===== src/hw/pfp_pkg.sv =====
// Constants, pin carrier and state codes for the parallel flash programming port
package pfp_pkg;
    localparam int DW = 16;
    localparam int NARROW_W = 9;
    localparam int WORDS = 32;
    localparam int PAGE_WORDS = 4;
    localparam int REGIONS = 4;
    localparam int FUSES = 2;
    localparam logic [15:0] ERASED_WORD = 16'hFFFF;
    localparam logic [3:0] MODE_CMD = 4'h0;
    localparam logic [3:0] MODE_A0 = 4'h1;
    localparam logic [3:0] MODE_A1 = 4'h2;
    localparam logic [3:0] MODE_A2 = 4'h3;
    localparam logic [3:0] MODE_A3 = 4'h4;
    localparam logic [3:0] MODE_DATA = 4'h5;
    localparam logic [15:0] CMD_READ = 16'h0011;
    localparam logic [15:0] CMD_WRITE = 16'h0012;
    localparam logic [15:0] CMD_WRITE_LOCK = 16'h0022;
    localparam logic [15:0] CMD_ERASE_WRITE = 16'h0032;
    localparam logic [15:0] CMD_ERASE_WRITE_LOCK = 16'h0042;
    localparam logic [15:0] CMD_FULL_ERASE = 16'h0013;
    localparam logic [15:0] CMD_LOCK_SET = 16'h0014;
    localparam logic [15:0] CMD_LOCK_CLEAR = 16'h0024;
    localparam logic [15:0] CMD_LOCK_QUERY = 16'h0015;
    localparam logic [15:0] CMD_FUSE_SET = 16'h0034;
    localparam logic [15:0] CMD_FUSE_CLEAR = 16'h0044;
    localparam logic [15:0] CMD_FUSE_QUERY = 16'h0025;
    localparam logic [15:0] CMD_SECURITY_SET = 16'h0054;
    localparam logic [11:0] OFS_STATUS = 12'h000;
    localparam logic [11:0] OFS_LOCK = 12'h004;
    localparam logic [11:0] OFS_FUSE = 12'h008;
    localparam logic [11:0] OFS_CTRL = 12'h00C;
    localparam logic CTRL_RESET = 1'b0;
    typedef struct packed {
        logic [3:0] mode;
        logic [15:0] data;
        logic strobe_n;
        logic oe_n;
        logic erase;
    } pfp_pins_t;
    typedef enum logic [5:0] {
        ST_IDLE = 6'h01,
        ST_EXEC = 6'h02,
        ST_FLUSH = 6'h04,
        ST_RD_OE = 6'h08,
        ST_RD_REL = 6'h10,
        ST_WAIT_HI = 6'h20
    } pfp_state_t;
endpackage : pfp_pkg


===== src/hw/pfp_top.sv =====
// Command layer of the parallel flash programming port with its flash array and APB status registers
//
// Decided for this implementation: register access over APB and the address map.
`timescale 1ns/1ps
// How it works
// Data bus is sixteen bits, or nine bits when the narrow variant is selected.
// Read: command, four address bytes, then each read returns a word and increments.
// New address bytes may reload the address mid-command; transfers continue from there.
// Page write: write-family command, four address bytes, chained data writes auto-increment.
// Writes collect in a page buffer, committed before touching another page.
// Any accepted command write commits the pending page buffer first.
// Write-and-lock sets the region lock bit once the page commit finishes.
// Programmer locks a region by write-and-lock on its last page only; the bench locks region 0 from its first page, page 0.
// Erase-write erases the page before programming; the lock variant also locks.
// Full erase is its command then one data write of zero; the code erases on any data value.
// Full erase aborts, erasing nothing, while any lock bit is set.
// Programmer clears all locks with clear-lock before a full erase; the bench first tries one with locks 0xB set, which aborts.
// Set and clear lock take a mask; bit n selects lock region n.
// Full erase clears all lock bits.
// Lock query returns the lock bits on one read handshake.
// Set-fuse mask bit n activates general purpose fuse bit n.
// Clear-fuse deactivates each fuse bit whose mask bit is one.
// Full erase clears all general purpose fuse bits.
// Fuse query returns the fuse bits on one read handshake.
// Security set is its command then data zero; afterwards commands are refused. The code sets it on any data value.
// Erase pin event clears security only after erasing the flash contents.
// Mode field selects command, address bytes one to four, data, or nothing.
// Command codes are fixed sixteen-bit values, one per operation.
// Write handshake: strobe low latches inputs, ready falls, ready rises after strobe high.
// Read handshake: output enable low drives data, valid falls; release on enable high.
// With security set, handshakes still complete but no flash operation happens.
module pfp_top (
    input wire logic pclk,
    input wire logic presetn,
    input wire logic psel,
    input wire logic penable,
    input wire logic pwrite,
    input wire logic [11:0] paddr,
    input wire logic [31:0] pwdata,
    output logic [31:0] prdata,
    output logic pready,
    output logic pslverr,
    input wire logic [3:0] mode,
    input wire logic [15:0] data_in,
    output logic [15:0] data_out,
    output logic data_oe,
    input wire logic command_strobe_n,
    input wire logic output_enable_n,
    output logic read_valid_n,
    output logic ready,
    input wire logic erase_pin
);
    pfp_pkg::pfp_pins_t pin_meta_ff, pin_sync_ff;
    logic erase_dly_ff;
    pfp_pkg::pfp_state_t state_ff;
    logic ready_ff, read_valid_n_ff, data_oe_ff;
    logic [15:0] data_out_ff;
    logic [3:0] mode_ff;
    logic [15:0] din_ff, cmd_ff;
    logic [31:0] addr_ff;
    logic [15:0] flash_ff [pfp_pkg::WORDS];
    logic [15:0] buf_q_ff [pfp_pkg::PAGE_WORDS];
    logic [3:0] buf_vld_ff;
    logic [2:0] buf_page_ff;
    logic dirty_ff, buf_erase_ff, buf_lock_ff;
    logic [pfp_pkg::REGIONS-1:0] lock_ff;
    logic [pfp_pkg::FUSES-1:0] fuse_ff;
    logic secure_ff, narrow_ff;
    logic [31:0] prdata_ff;
    logic pready_ff, pslverr_ff;

    // Every pin crosses two flops; the first stage feeds no logic, and the erase pin gets a third flop for its edge detect
    always_ff @(posedge pclk or negedge presetn) begin
        if (!presetn) begin
            pin_meta_ff <= '{mode: 4'hF, data: 16'h0000, strobe_n: 1'b1, oe_n: 1'b1, erase: 1'b0};
            pin_sync_ff <= '{mode: 4'hF, data: 16'h0000, strobe_n: 1'b1, oe_n: 1'b1, erase: 1'b0};
            erase_dly_ff <= 1'b0;
        end else begin
            pin_meta_ff <= '{mode: mode, data: data_in, strobe_n: command_strobe_n,
                             oe_n: output_enable_n, erase: erase_pin};
            pin_sync_ff <= pin_meta_ff;
            erase_dly_ff <= pin_sync_ff.erase;
        end
    end

    logic erase_evt, is_exec, need_flush, act, in_data, is_read_cmd, is_write_cmd;
    logic wr_data, ea_go, flush_go;
    logic [2:0] cur_page;
    logic [15:0] rd_val, din_masked;

    assign erase_evt = pin_sync_ff.erase & ~erase_dly_ff;
    assign cur_page = addr_ff[4:2];
    assign din_masked = narrow_ff ? {7'h00, pin_sync_ff.data[8:0]} : pin_sync_ff.data;
    assign is_exec = (state_ff == pfp_pkg::ST_EXEC);
    assign in_data = (mode_ff == pfp_pkg::MODE_DATA);
    assign is_read_cmd = (cmd_ff == pfp_pkg::CMD_READ) || (cmd_ff == pfp_pkg::CMD_LOCK_QUERY)
                         || (cmd_ff == pfp_pkg::CMD_FUSE_QUERY);
    assign is_write_cmd = (cmd_ff == pfp_pkg::CMD_WRITE) || (cmd_ff == pfp_pkg::CMD_WRITE_LOCK)
                          || (cmd_ff == pfp_pkg::CMD_ERASE_WRITE) || (cmd_ff == pfp_pkg::CMD_ERASE_WRITE_LOCK);
    // Reads also commit first so they never see stale flash
    assign need_flush = dirty_ff & ((mode_ff == pfp_pkg::MODE_CMD)
                        | (in_data & (is_read_cmd | (cur_page != buf_page_ff))));
    assign act = is_exec & ~need_flush;
    assign wr_data = act & in_data & is_write_cmd & ~secure_ff;
    assign ea_go = act & in_data & (cmd_ff == pfp_pkg::CMD_FULL_ERASE) & ~secure_ff & (lock_ff == '0);
    assign flush_go = (state_ff == pfp_pkg::ST_FLUSH) & ~secure_ff & ~lock_ff[buf_page_ff[2:1]];

    always_comb begin
        rd_val = 16'h0000;
        if (!secure_ff) begin
            if (cmd_ff == pfp_pkg::CMD_READ) rd_val = flash_ff[addr_ff[4:0]];
            else if (cmd_ff == pfp_pkg::CMD_LOCK_QUERY) rd_val = {12'h000, lock_ff};
            else if (cmd_ff == pfp_pkg::CMD_FUSE_QUERY) rd_val = {14'h0000, fuse_ff};
        end
        if (narrow_ff) rd_val = {7'h00, rd_val[8:0]};
    end

    // Handshake sequencer
    always_ff @(posedge pclk or negedge presetn) begin
        if (!presetn) begin
            state_ff <= pfp_pkg::ST_IDLE;
            ready_ff <= 1'b1;
            read_valid_n_ff <= 1'b1;
            data_oe_ff <= 1'b0;
            data_out_ff <= 16'h0000;
            mode_ff <= 4'hF;
            din_ff <= 16'h0000;
        end else begin
            unique case (state_ff)
                pfp_pkg::ST_IDLE: if (!pin_sync_ff.strobe_n) begin
                    mode_ff <= pin_sync_ff.mode;
                    din_ff <= din_masked;
                    ready_ff <= 1'b0;
                    state_ff <= pfp_pkg::ST_EXEC;
                end
                pfp_pkg::ST_EXEC: begin
                    if (need_flush) begin
                        state_ff <= pfp_pkg::ST_FLUSH;
                    end else if (in_data && is_read_cmd) begin
                        // Take the word before this same edge walks the address on
                        data_out_ff <= rd_val;
                        state_ff <= pfp_pkg::ST_RD_OE;
                    end else begin
                        state_ff <= pfp_pkg::ST_WAIT_HI;
                    end
                end
                pfp_pkg::ST_FLUSH: state_ff <= pfp_pkg::ST_EXEC;
                pfp_pkg::ST_RD_OE: if (!pin_sync_ff.oe_n) begin
                    data_oe_ff <= 1'b1;
                    read_valid_n_ff <= 1'b0;
                    state_ff <= pfp_pkg::ST_RD_REL;
                end
                pfp_pkg::ST_RD_REL: if (pin_sync_ff.oe_n) begin
                    data_oe_ff <= 1'b0;
                    read_valid_n_ff <= 1'b1;
                    state_ff <= pfp_pkg::ST_WAIT_HI;
                end
                pfp_pkg::ST_WAIT_HI: if (pin_sync_ff.strobe_n) begin
                    ready_ff <= 1'b1;
                    state_ff <= pfp_pkg::ST_IDLE;
                end
                default: state_ff <= pfp_pkg::ST_IDLE;
            endcase
        end
    end

    // Command and address; unless secured, the address walks on each data word of a read or page-write command
    always_ff @(posedge pclk or negedge presetn) begin
        if (!presetn) begin
            cmd_ff <= 16'h0000;
            addr_ff <= 32'h0000_0000;
        end else if (act) begin
            unique case (mode_ff)
                pfp_pkg::MODE_CMD: cmd_ff <= din_ff;
                pfp_pkg::MODE_A0: addr_ff[7:0] <= din_ff[7:0];
                pfp_pkg::MODE_A1: addr_ff[15:8] <= din_ff[7:0];
                pfp_pkg::MODE_A2: addr_ff[23:16] <= din_ff[7:0];
                pfp_pkg::MODE_A3: addr_ff[31:24] <= din_ff[7:0];
                pfp_pkg::MODE_DATA: if (!secure_ff && (is_write_cmd || cmd_ff == pfp_pkg::CMD_READ)) begin
                    addr_ff <= addr_ff + 32'h0000_0001;
                end
                default: ;
            endcase
        end
    end

    // Page load buffer
    always_ff @(posedge pclk or negedge presetn) begin
        if (!presetn) begin
            for (int i = 0; i < pfp_pkg::PAGE_WORDS; i++) buf_q_ff[i] <= 16'h0000;
            buf_vld_ff <= 4'h0;
            buf_page_ff <= 3'h0;
            dirty_ff <= 1'b0;
            buf_erase_ff <= 1'b0;
            buf_lock_ff <= 1'b0;
        end else if (erase_evt || state_ff == pfp_pkg::ST_FLUSH) begin
            dirty_ff <= 1'b0;
            buf_vld_ff <= 4'h0;
        end else if (wr_data) begin
            buf_q_ff[addr_ff[1:0]] <= din_ff;
            buf_vld_ff <= (dirty_ff ? buf_vld_ff : 4'h0) | (4'h1 << addr_ff[1:0]);
            buf_page_ff <= cur_page;
            dirty_ff <= 1'b1;
            buf_erase_ff <= (cmd_ff == pfp_pkg::CMD_ERASE_WRITE) || (cmd_ff == pfp_pkg::CMD_ERASE_WRITE_LOCK);
            buf_lock_ff <= (cmd_ff == pfp_pkg::CMD_WRITE_LOCK) || (cmd_ff == pfp_pkg::CMD_ERASE_WRITE_LOCK);
        end
    end

    // Flash array; plain programming can only clear bits, so it ANDs into the cell
    always_ff @(posedge pclk or negedge presetn) begin
        if (!presetn) begin
            for (int i = 0; i < pfp_pkg::WORDS; i++) flash_ff[i] <= pfp_pkg::ERASED_WORD;
        end else if (erase_evt || ea_go) begin
            for (int i = 0; i < pfp_pkg::WORDS; i++) flash_ff[i] <= pfp_pkg::ERASED_WORD;
        end else if (flush_go) begin
            for (int w = 0; w < pfp_pkg::PAGE_WORDS; w++) begin
                if (buf_vld_ff[w]) begin
                    flash_ff[{buf_page_ff, 2'(w)}] <= buf_erase_ff ? buf_q_ff[w]
                        : (flash_ff[{buf_page_ff, 2'(w)}] & buf_q_ff[w]);
                end else if (buf_erase_ff) begin
                    flash_ff[{buf_page_ff, 2'(w)}] <= pfp_pkg::ERASED_WORD;
                end
            end
        end
    end

    // Lock, fuse and security bits
    always_ff @(posedge pclk or negedge presetn) begin
        if (!presetn) begin
            lock_ff <= '0;
            fuse_ff <= '0;
            secure_ff <= 1'b0;
        end else if (erase_evt) begin
            lock_ff <= '0;
            fuse_ff <= '0;
            secure_ff <= 1'b0;
        end else if (ea_go) begin
            lock_ff <= '0;
            fuse_ff <= '0;
        end else if (state_ff == pfp_pkg::ST_FLUSH && buf_lock_ff && !secure_ff) begin
            lock_ff[buf_page_ff[2:1]] <= 1'b1;
        end else if (act && in_data && !secure_ff) begin
            unique case (cmd_ff)
                pfp_pkg::CMD_LOCK_SET: lock_ff <= lock_ff | din_ff[3:0];
                pfp_pkg::CMD_LOCK_CLEAR: lock_ff <= lock_ff & ~din_ff[3:0];
                pfp_pkg::CMD_FUSE_SET: fuse_ff <= fuse_ff | din_ff[1:0];
                pfp_pkg::CMD_FUSE_CLEAR: fuse_ff <= fuse_ff & ~din_ff[1:0];
                pfp_pkg::CMD_SECURITY_SET: secure_ff <= 1'b1;
                default: ;
            endcase
        end
    end

    // APB slave, one wait state on every access
    logic apb_hit;
    logic [31:0] apb_rd;
    always_comb begin
        apb_hit = 1'b1;
        apb_rd = 32'h0000_0000;
        unique case (paddr)
            pfp_pkg::OFS_STATUS: apb_rd = {28'h0000000, ~ready_ff, dirty_ff, secure_ff, narrow_ff};
            pfp_pkg::OFS_LOCK: apb_rd = {28'h0000000, lock_ff};
            pfp_pkg::OFS_FUSE: apb_rd = {30'h00000000, fuse_ff};
            pfp_pkg::OFS_CTRL: apb_rd = {31'h00000000, narrow_ff};
            default: apb_hit = 1'b0;
        endcase
    end

    always_ff @(posedge pclk or negedge presetn) begin
        if (!presetn) begin
            pready_ff <= 1'b0;
            pslverr_ff <= 1'b0;
            prdata_ff <= 32'h0000_0000;
        end else begin
            pready_ff <= psel & penable & ~pready_ff;
            pslverr_ff <= psel & penable & ~pready_ff & ~apb_hit;
            prdata_ff <= (psel && penable && !pready_ff && !pwrite) ? apb_rd : 32'h0000_0000;
        end
    end

    // Pin width select; taken only in the answering cycle so a write lands once
    always_ff @(posedge pclk or negedge presetn) begin
        if (!presetn) begin
            narrow_ff <= pfp_pkg::CTRL_RESET;
        end else if (psel && penable && pready_ff && pwrite && paddr == pfp_pkg::OFS_CTRL) begin
            narrow_ff <= pwdata[0];
        end
    end

    assign prdata = prdata_ff;
    assign pready = pready_ff;
    assign pslverr = pslverr_ff;
    assign data_out = data_out_ff;
    assign data_oe = data_oe_ff;
    assign read_valid_n = read_valid_n_ff;
    assign ready = ready_ff;
endmodule : pfp_top


===== config.mk =====
export PLATFORM = sky130hd
export DESIGN_NAME = pfp_top
export DESIGN_NICKNAME = d
export VERILOG_FILES = /design/src/hw/pfp_pkg.sv /design/src/hw/pfp_top.sv
export SDC_FILE = /design/constraint.sdc
export NUM_CORES = 2
export LEC_CHECK = 0
export BUFFER_PORTS_ARGS = -buffer_cell sky130_fd_sc_hd__buf_2
export CORE_MARGIN = 10
export CORE_UTILIZATION = 38
export CTS_BUF_LIST = sky130_fd_sc_hd__clkbuf_4 sky130_fd_sc_hd__clkbuf_8 sky130_fd_sc_hd__clkbuf_16
export CTS_CLUSTER_SIZE = 25
export DETAILED_ROUTE_END_ITERATION = 7
export PLACE_DENSITY = 0.58
export SYNTH_ARGS = -nofsm -noshare
export SYNTH_HDL_FRONTEND = slang
export SYNTH_SLANG_ARGS = --single-unit

===== constraint.sdc =====
create_clock -name pclk -period 3.85 [get_ports pclk]
set_clock_uncertainty 0.2 [all_clocks]
set_input_delay 0.5775 -clock pclk [delete_from_list [all_inputs] [get_ports pclk]]
set_output_delay 0.5775 -clock pclk [all_outputs]
set_load 0.01 [all_outputs]

* Yosys cells after proc, flatten, opt, wreduce, memory -nomap -nowiden
Cells that the tools add are included.
Word-level totals: flip-flop bits (word level) 768, input port bits 72, output and inout bits 53, word-level logic and storage cells 337
Operators by class: add/sub/neg operators 1, magnitude comparators 13, equality and inequality tests 36, shifts and indexed selects 1, muxes and demuxes 104, bitwise gates (word level) 48, reduce and logical (&&, ||, !) cells 63
Operators by type and width (count):
- two-way mux 512 bit | 16
- bitwise mux 512 bit | 4
- bitwise OR 512 bit | 4
- binary-select mux 16 bit (select 5 bit) | 5
- two-way mux 16 bit | 24
- demux 16 bit (select 5 bit) | 4
- equality test 16 x 5 -> 1 bit (second input constant) | 5
- equality test 16 x 6 -> 1 bit (second input constant) | 5
- AND 16 bit | 4
- bitwise mux 64 bit | 1
- two-way mux 32 bit | 2
- one-hot mux 8 bit (2 select lines) | 4
- equality test 16 x 7 -> 1 bit (second input constant) | 3
- two-way mux 6 bit | 6
- one-hot mux 6 bit (6 select lines) | 1
- adder 32 x 1 -> 32 bit (second input constant) | 1
- demux 16 bit (select 2 bit) | 1
- >= comparator 6 bit (second input constant) | 5
- inverter 5 -> 6 bit | 5
- two-way mux 4 bit | 7
- equality test 12 x 4 -> 1 bit (second input constant) | 2
- less-than comparator 6 x 1 -> 1 bit (second input constant) | 4
- AND reduction 3 bit | 8
- nonzero test 2 bit | 10
- 48 further kinds | 135

* Longest topological paths before layout
depth in word-level cells 30, gate-level depth with buffers 11, depth with buffers taken out 6

* Worst setup path before layout
Ideal clock, no wire load.
path kind register to register, start reg addr_ff[1], end reg data_out_ff[7], in the netlist data_out[7], library setup time 0.129 ns, arrival time 2.808 ns, data required time 3.521 ns, slack 0.713 ns, cell stages (with the launch flop) 9, path buffers 4, period minus slack after synthesis 3.137 ns, cells stage by stage dfrtp_1 -> clkbuf_1 -> buf_1 -> clkbuf_1 -> buf_1 -> mux4_2 -> mux4_2 -> mux2i_1 -> o21ai_0
Between the ends: cells in the longest elaborated chain, start to end 7
RTL lines:
- from (decl) | RTL line pfp_top.sv:60 | logic [31:0] addr_ff;
- from (signal assigned) | RTL line pfp_top.sv:175 | pfp_pkg::MODE_A0: addr_ff[7:0] <= din_ff[7:0];
- from (signal assigned) | RTL line pfp_top.sv:180 | addr_ff <= addr_ff + 32'h0000_0001;
- inverter 5 -> 6 bit (not written as such) | RTL line pfp_top.sv:111 | if (cmd_ff == pfp_pkg::CMD_READ) rd_val = flash_ff[addr_ff[4:0]];
- binary-select mux 16 bit (select 5 bit) | RTL line pfp_top.sv:111
- two-way mux 16 bit (not written as such) (2 in a row) | RTL line pfp_top.sv:111
- two-way mux 16 bit | RTL line pfp_top.sv:111
- two-way mux 16 bit | RTL line pfp_top.sv:110 | if (!secure_ff) begin
- two-way mux 16 bit | RTL line pfp_top.sv:115 | if (narrow_ff) rd_val = {7'h00, rd_val[8:0]};
- to (signal assigned) | RTL line pfp_top.sv:141 | data_out_ff <= rd_val;
- to (decl) | RTL line pfp_top.sv:57 | logic [15:0] data_out_ff;
No other way between the ends. The select of a mux whose other input is x is not followed. A chain may end at the register's enable or synchronous reset.

* Worst setup path in the final report
start reg state_ff[5], end reg flash_ff[397] (netlist name)
Between the ends: cells in the longest elaborated chain, start to end 8, elaborated cells between the ends (all ways) 12, those cells by class 2 x eq/ne; 1 x mux; 7 x bitwise; 2 x reduce/logical
RTL lines:
- from (decl) | RTL line pfp_top.sv:55 | pfp_pkg::pfp_state_t state_ff;
- from (signal assigned) | RTL line pfp_top.sv:121 | state_ff <= pfp_pkg::ST_IDLE;
- from (signal assigned) | RTL line pfp_top.sv:134 | state_ff <= pfp_pkg::ST_EXEC;
- from (signal assigned) | RTL line pfp_top.sv:138 | state_ff <= pfp_pkg::ST_FLUSH;
- equality test 6 x 2 -> 1 bit | RTL line pfp_top.sv:94 | assign is_exec = (state_ff == pfp_pkg::ST_EXEC);
- AND 1 bit | RTL line pfp_top.sv:103 | assign act = is_exec & ~need_flush;
- AND 1 bit (4 in a row) | RTL line pfp_top.sv:105 | assign ea_go = act & in_data & (cmd_ff == pfp_pkg::CMD_FULL_ERASE) & ~secure_ff & (lock_ff == '0);
- logical OR 1 bit | RTL line pfp_top.sv:213 | end else if (erase_evt || ea_go) begin
- two-way mux 512 bit / nonzero test 2 bit (equally long branches)
- to (signal, indexed assignment) | RTL line pfp_top.sv:218 | flash_ff[{buf_page_ff, 2'(w)}] <= buf_erase_ff ? buf_q_ff[w]
- to (signal, indexed assignment) | RTL line pfp_top.sv:221 | flash_ff[{buf_page_ff, 2'(w)}] <= pfp_pkg::ERASED_WORD;
- to (decl) | RTL line pfp_top.sv:61 | logic [15:0] flash_ff [pfp_pkg::WORDS];
Several ways; a longest one is shown, not always the timed one.

==> reports/metrics.yaml <==
run_status:
  status: "finished with violations"
  violations: "max-capacitance violations, max-slew violations"
sta:
  slew_headroom_pct: -0.792
  tns_ns: 0
  hold_viol_final: 0
  fmax_ghz: 0.263
  finalCriticalPeriod_ns: 3.81
  rsz0062_at_grt: "no"
  finalMaxSlewViolations: 11
  finalSetupViolCount: 0
  worst_pin_slew_ns: 1.51
  period_share_pct: 98.9
global_route:
  grt_pass1_vias: 32500
  grt_overflow: 0
  grtUsageTotal_pct: 31.1
  grt_pass1_wl_mm: 251
  grt_max_degree: 104
  antenna_found_initial: 19
routing:
  drc: 0
  ant_nets: 0
  viasPerCell: 6.80
  wirelength_mm: 179
  vias: 33800
  drt-initial-drc-count: 5468
  first_pass_iters: 6
  avgRoutedWirePerCell_microns: 36.1
placed_design:
  gp_congestion: 1.00
  place_area_sq_mm: 0.0410
  port_buffers: 65
  dp.cells: 4776
  dp_hpwl_mm: 121
critical_path:
  criticalPathCategory: "flop to flop"
  critPathLaunch: "state_ff[5]"
  worstPathArrival_ns: 4.20
  required_ns: 4.24
  reg2reg_from: "state_ff[5]"
  start_kind: "flop"
  cp-end-kind: "flop"
  crit_fanout: 23
yosys:
  yosysSeqAreaShare_pct: 49.1
  synth_edf_count: 0
  avgSynthCellArea_sq_um: 11.0
  synth_area_sq_mm: 0.0377
  async_flop_share_pct: 100
  postSynthCellCount: 3437
  ys_types: 86
  ys.flop_type: "dfstp_2"
  yosys_register_bits: 713
  synth_warnings: 0
pwr:
  max-vdd-ir-drop_v: 0.000321
  p_leak_nw: 17.0
  power_density_mw_per_mm2: 462
final_layout:
  syn2layout_area_growth_pct: 17.5
  multi_input_comb_area_sq_mm: 0.0179
  fin_cells: 4964
  regArea_sq_mm: 0.0185
  layout-drive-gt1-share_pct: 38.7
  fillerInstances: 9229
  fin_nets: 3675
  stdcell_area_sq_mm: 0.0443
die:
  dieWidth_microns: 335
  floorplan.io_pins: 125
  core-area_sq_mm: 0.0984
  fp.dieH_microns: 335
  num_rows: 115
  initial_core_util_pct: 38.3
  die_area_sq_mm: 0.112
clocking:
  insertion_delay_ns: 0.68
  cts_buffers: 80
  cts_buffer_depth: 3
  cts.clk_slew.worst_paths_ns: 0.06
  cts_sinks: 713
  root_buffer: "clkbuf_16"
  post_cts_buffers: 0
  ctsHtreeMaxLevel: 3
  cts_tree: "built"
flow_run:
  maxCapViolCount: 1
worst_hold_path:
  min_path_type: "primary input to flop"
  min_from: "paddr[10]"
==> flip-flops by register name (all words and copies together) (netlist names), 2 cells and up <==
| register | cells |
|---|---|
| flash_ff | 512 |
| buf_q_ff | 64 |
| pin_meta_ff | 23 |
| pin_sync_ff | 23 |
| cmd_ff | 16 |
| data_out | 16 |
| din_ff | 16 |
| state_ff | 6 |
| addr_ff | 5 |
| buf_vld_ff | 4 |
| lock_ff | 4 |
| mode_ff | 4 |
| prdata | 4 |
| buf_page_ff | 3 |
| fuse_ff | 2 |
==> kinds of logic (layout without fill, tap and decap cells) <==
kind of cell | Yosys count | after routing | synth area share, %
and+or+nand+nor | 983 | 983 | 11.6
AOI/OAI and AO/OA | 982 | 982 | 17.8
DFF | 713 | 713 | 49.1
muxes | 398 | 398 | 17.2
buffers and inverters | 351 | 554 | 3.96
xor gates and xnor gates | 5 | 5 | 0.116
adders and majority gates | 4 | 4 | 0.133
other | 1 | 38 | 0.00996
==> metal layers <==
metal	vias up	wire length, microns	GRT usage, %
met5	-	154	0.0886
met4	20	15700	23.2
met3	760	25700	12.2
met2	2732	71800	42.5
met1	17000	65700	39.3
li1	13300	-	-
==> worst paths after layout <==
kind                       depth (start not counted)              end  slack [ns]
max reg2reg                                        8    flash_ff[397]        0.04
min in group asynchronous                          2     buf_q_ff[26]        0.37
max                                                8    flash_ff[397]        0.04
min reg2reg                                        0  pin_sync_ff[10]        0.14
max in group asynchronous                          3     buf_q_ff[19]        2.02
min                                                4          pslverr        0.09
==> per-stage QoR <==
stage | setup WS [ns] | util [%] | hold slack, ns | power, mW
after floorplan | 0.713 | - | 0.0819 | 10.5
after global placement | 0.330 | 41.7 | 0.134 | 11.9
after detailed placement | 0.340 | 41.7 | 0.135 | 11.9
after CTS | 0.319 | 44.9 | 0.0512 | 20.4
after global routing | 0.0389 | 45.0 | 0.108 | 21.0
final | 0.0431 | 45.0 | 0.0900 | 20.4
==> critical path, cell delays in order (launching register included) <==
cell and delay (ns):
dfrtp_1 0.46, or3_1 0.52, nor4_4 0.29, buf_4 0.20, buf_4 0.31, nand2_1 0.32
nor2_1 0.79, or3_1 0.44, a2bb2oi_1 0.19
==> Yosys cell counts, types with 29 or more instances <==
master     number  share of area, %
nor3_1         30              0.40
nand3_1        32              0.43
nor2_1        162               1.6
dfstp_2       531                37
a221oi_1       29              0.67
a2bb2oi_1      40              0.93
and3_1         30              0.50
mux2_2        112               3.3
dfrtp_1       182                12
buf_2          31              0.41
mux2i_1        77               2.0
mux4_2        173                10
mux2_4         36               1.4
a21oi_1       106               1.4
a22oi_1        59               1.2
clkbuf_1      230               2.3
nand2_1       571               5.7
o21ai_0       117               1.6
o22ai_1       360               6.0
buf_1          35              0.35
==> cell type report <==
cell class                      count  area share [%]
Timing Repair Buffer              381            7.24
Antenna cell                       10          0.0565
Multi-Input combinational cell   2400            40.4
Inverter                           23           0.195
Clock buffer                      117            5.47
Tap cell                         1287            3.64
Sequential cell                   713            41.9
Clock inverter                     33            1.14
==> power breakdown <==
part / switching (mW) / internal, mW / total (mW) / leakage, nW
clock: 3.39 / 5.14 / 8.53 / 1.46
sequential: 0.700 / 7.89 / 8.59 / 7.98
combinational: 1.91 / 1.41 / 3.32 / 7.55
total: 6.00 / 14.4 / 20.4 / 17.0
==> layout by cell type (no fill, tap or decap), types with 64 or more instances in the layout <==
cell type | synthesis | layout
nand2_1 | 571 | 571
dfstp_2 | 531 | 531
o22ai_1 | 360 | 360
buf_4 | 28 | 254
mux4_2 | 173 | 173
dfrtp_1 | 182 | 173
nor2_1 | 162 | 141
o21ai_0 | 117 | 116
mux2_2 | 112 | 112
a21oi_1 | 106 | 106
clkbuf_16 | 0 | 82
mux2i_1 | 77 | 77
buf_2 | 31 | 64
==> what timing repair did <==
action	CTS	global route
hold buffers	28	0
hold endpoints to repair	37	0
resized for setup	0	0
No activity file was read; power rests on OpenSTA's default activity.
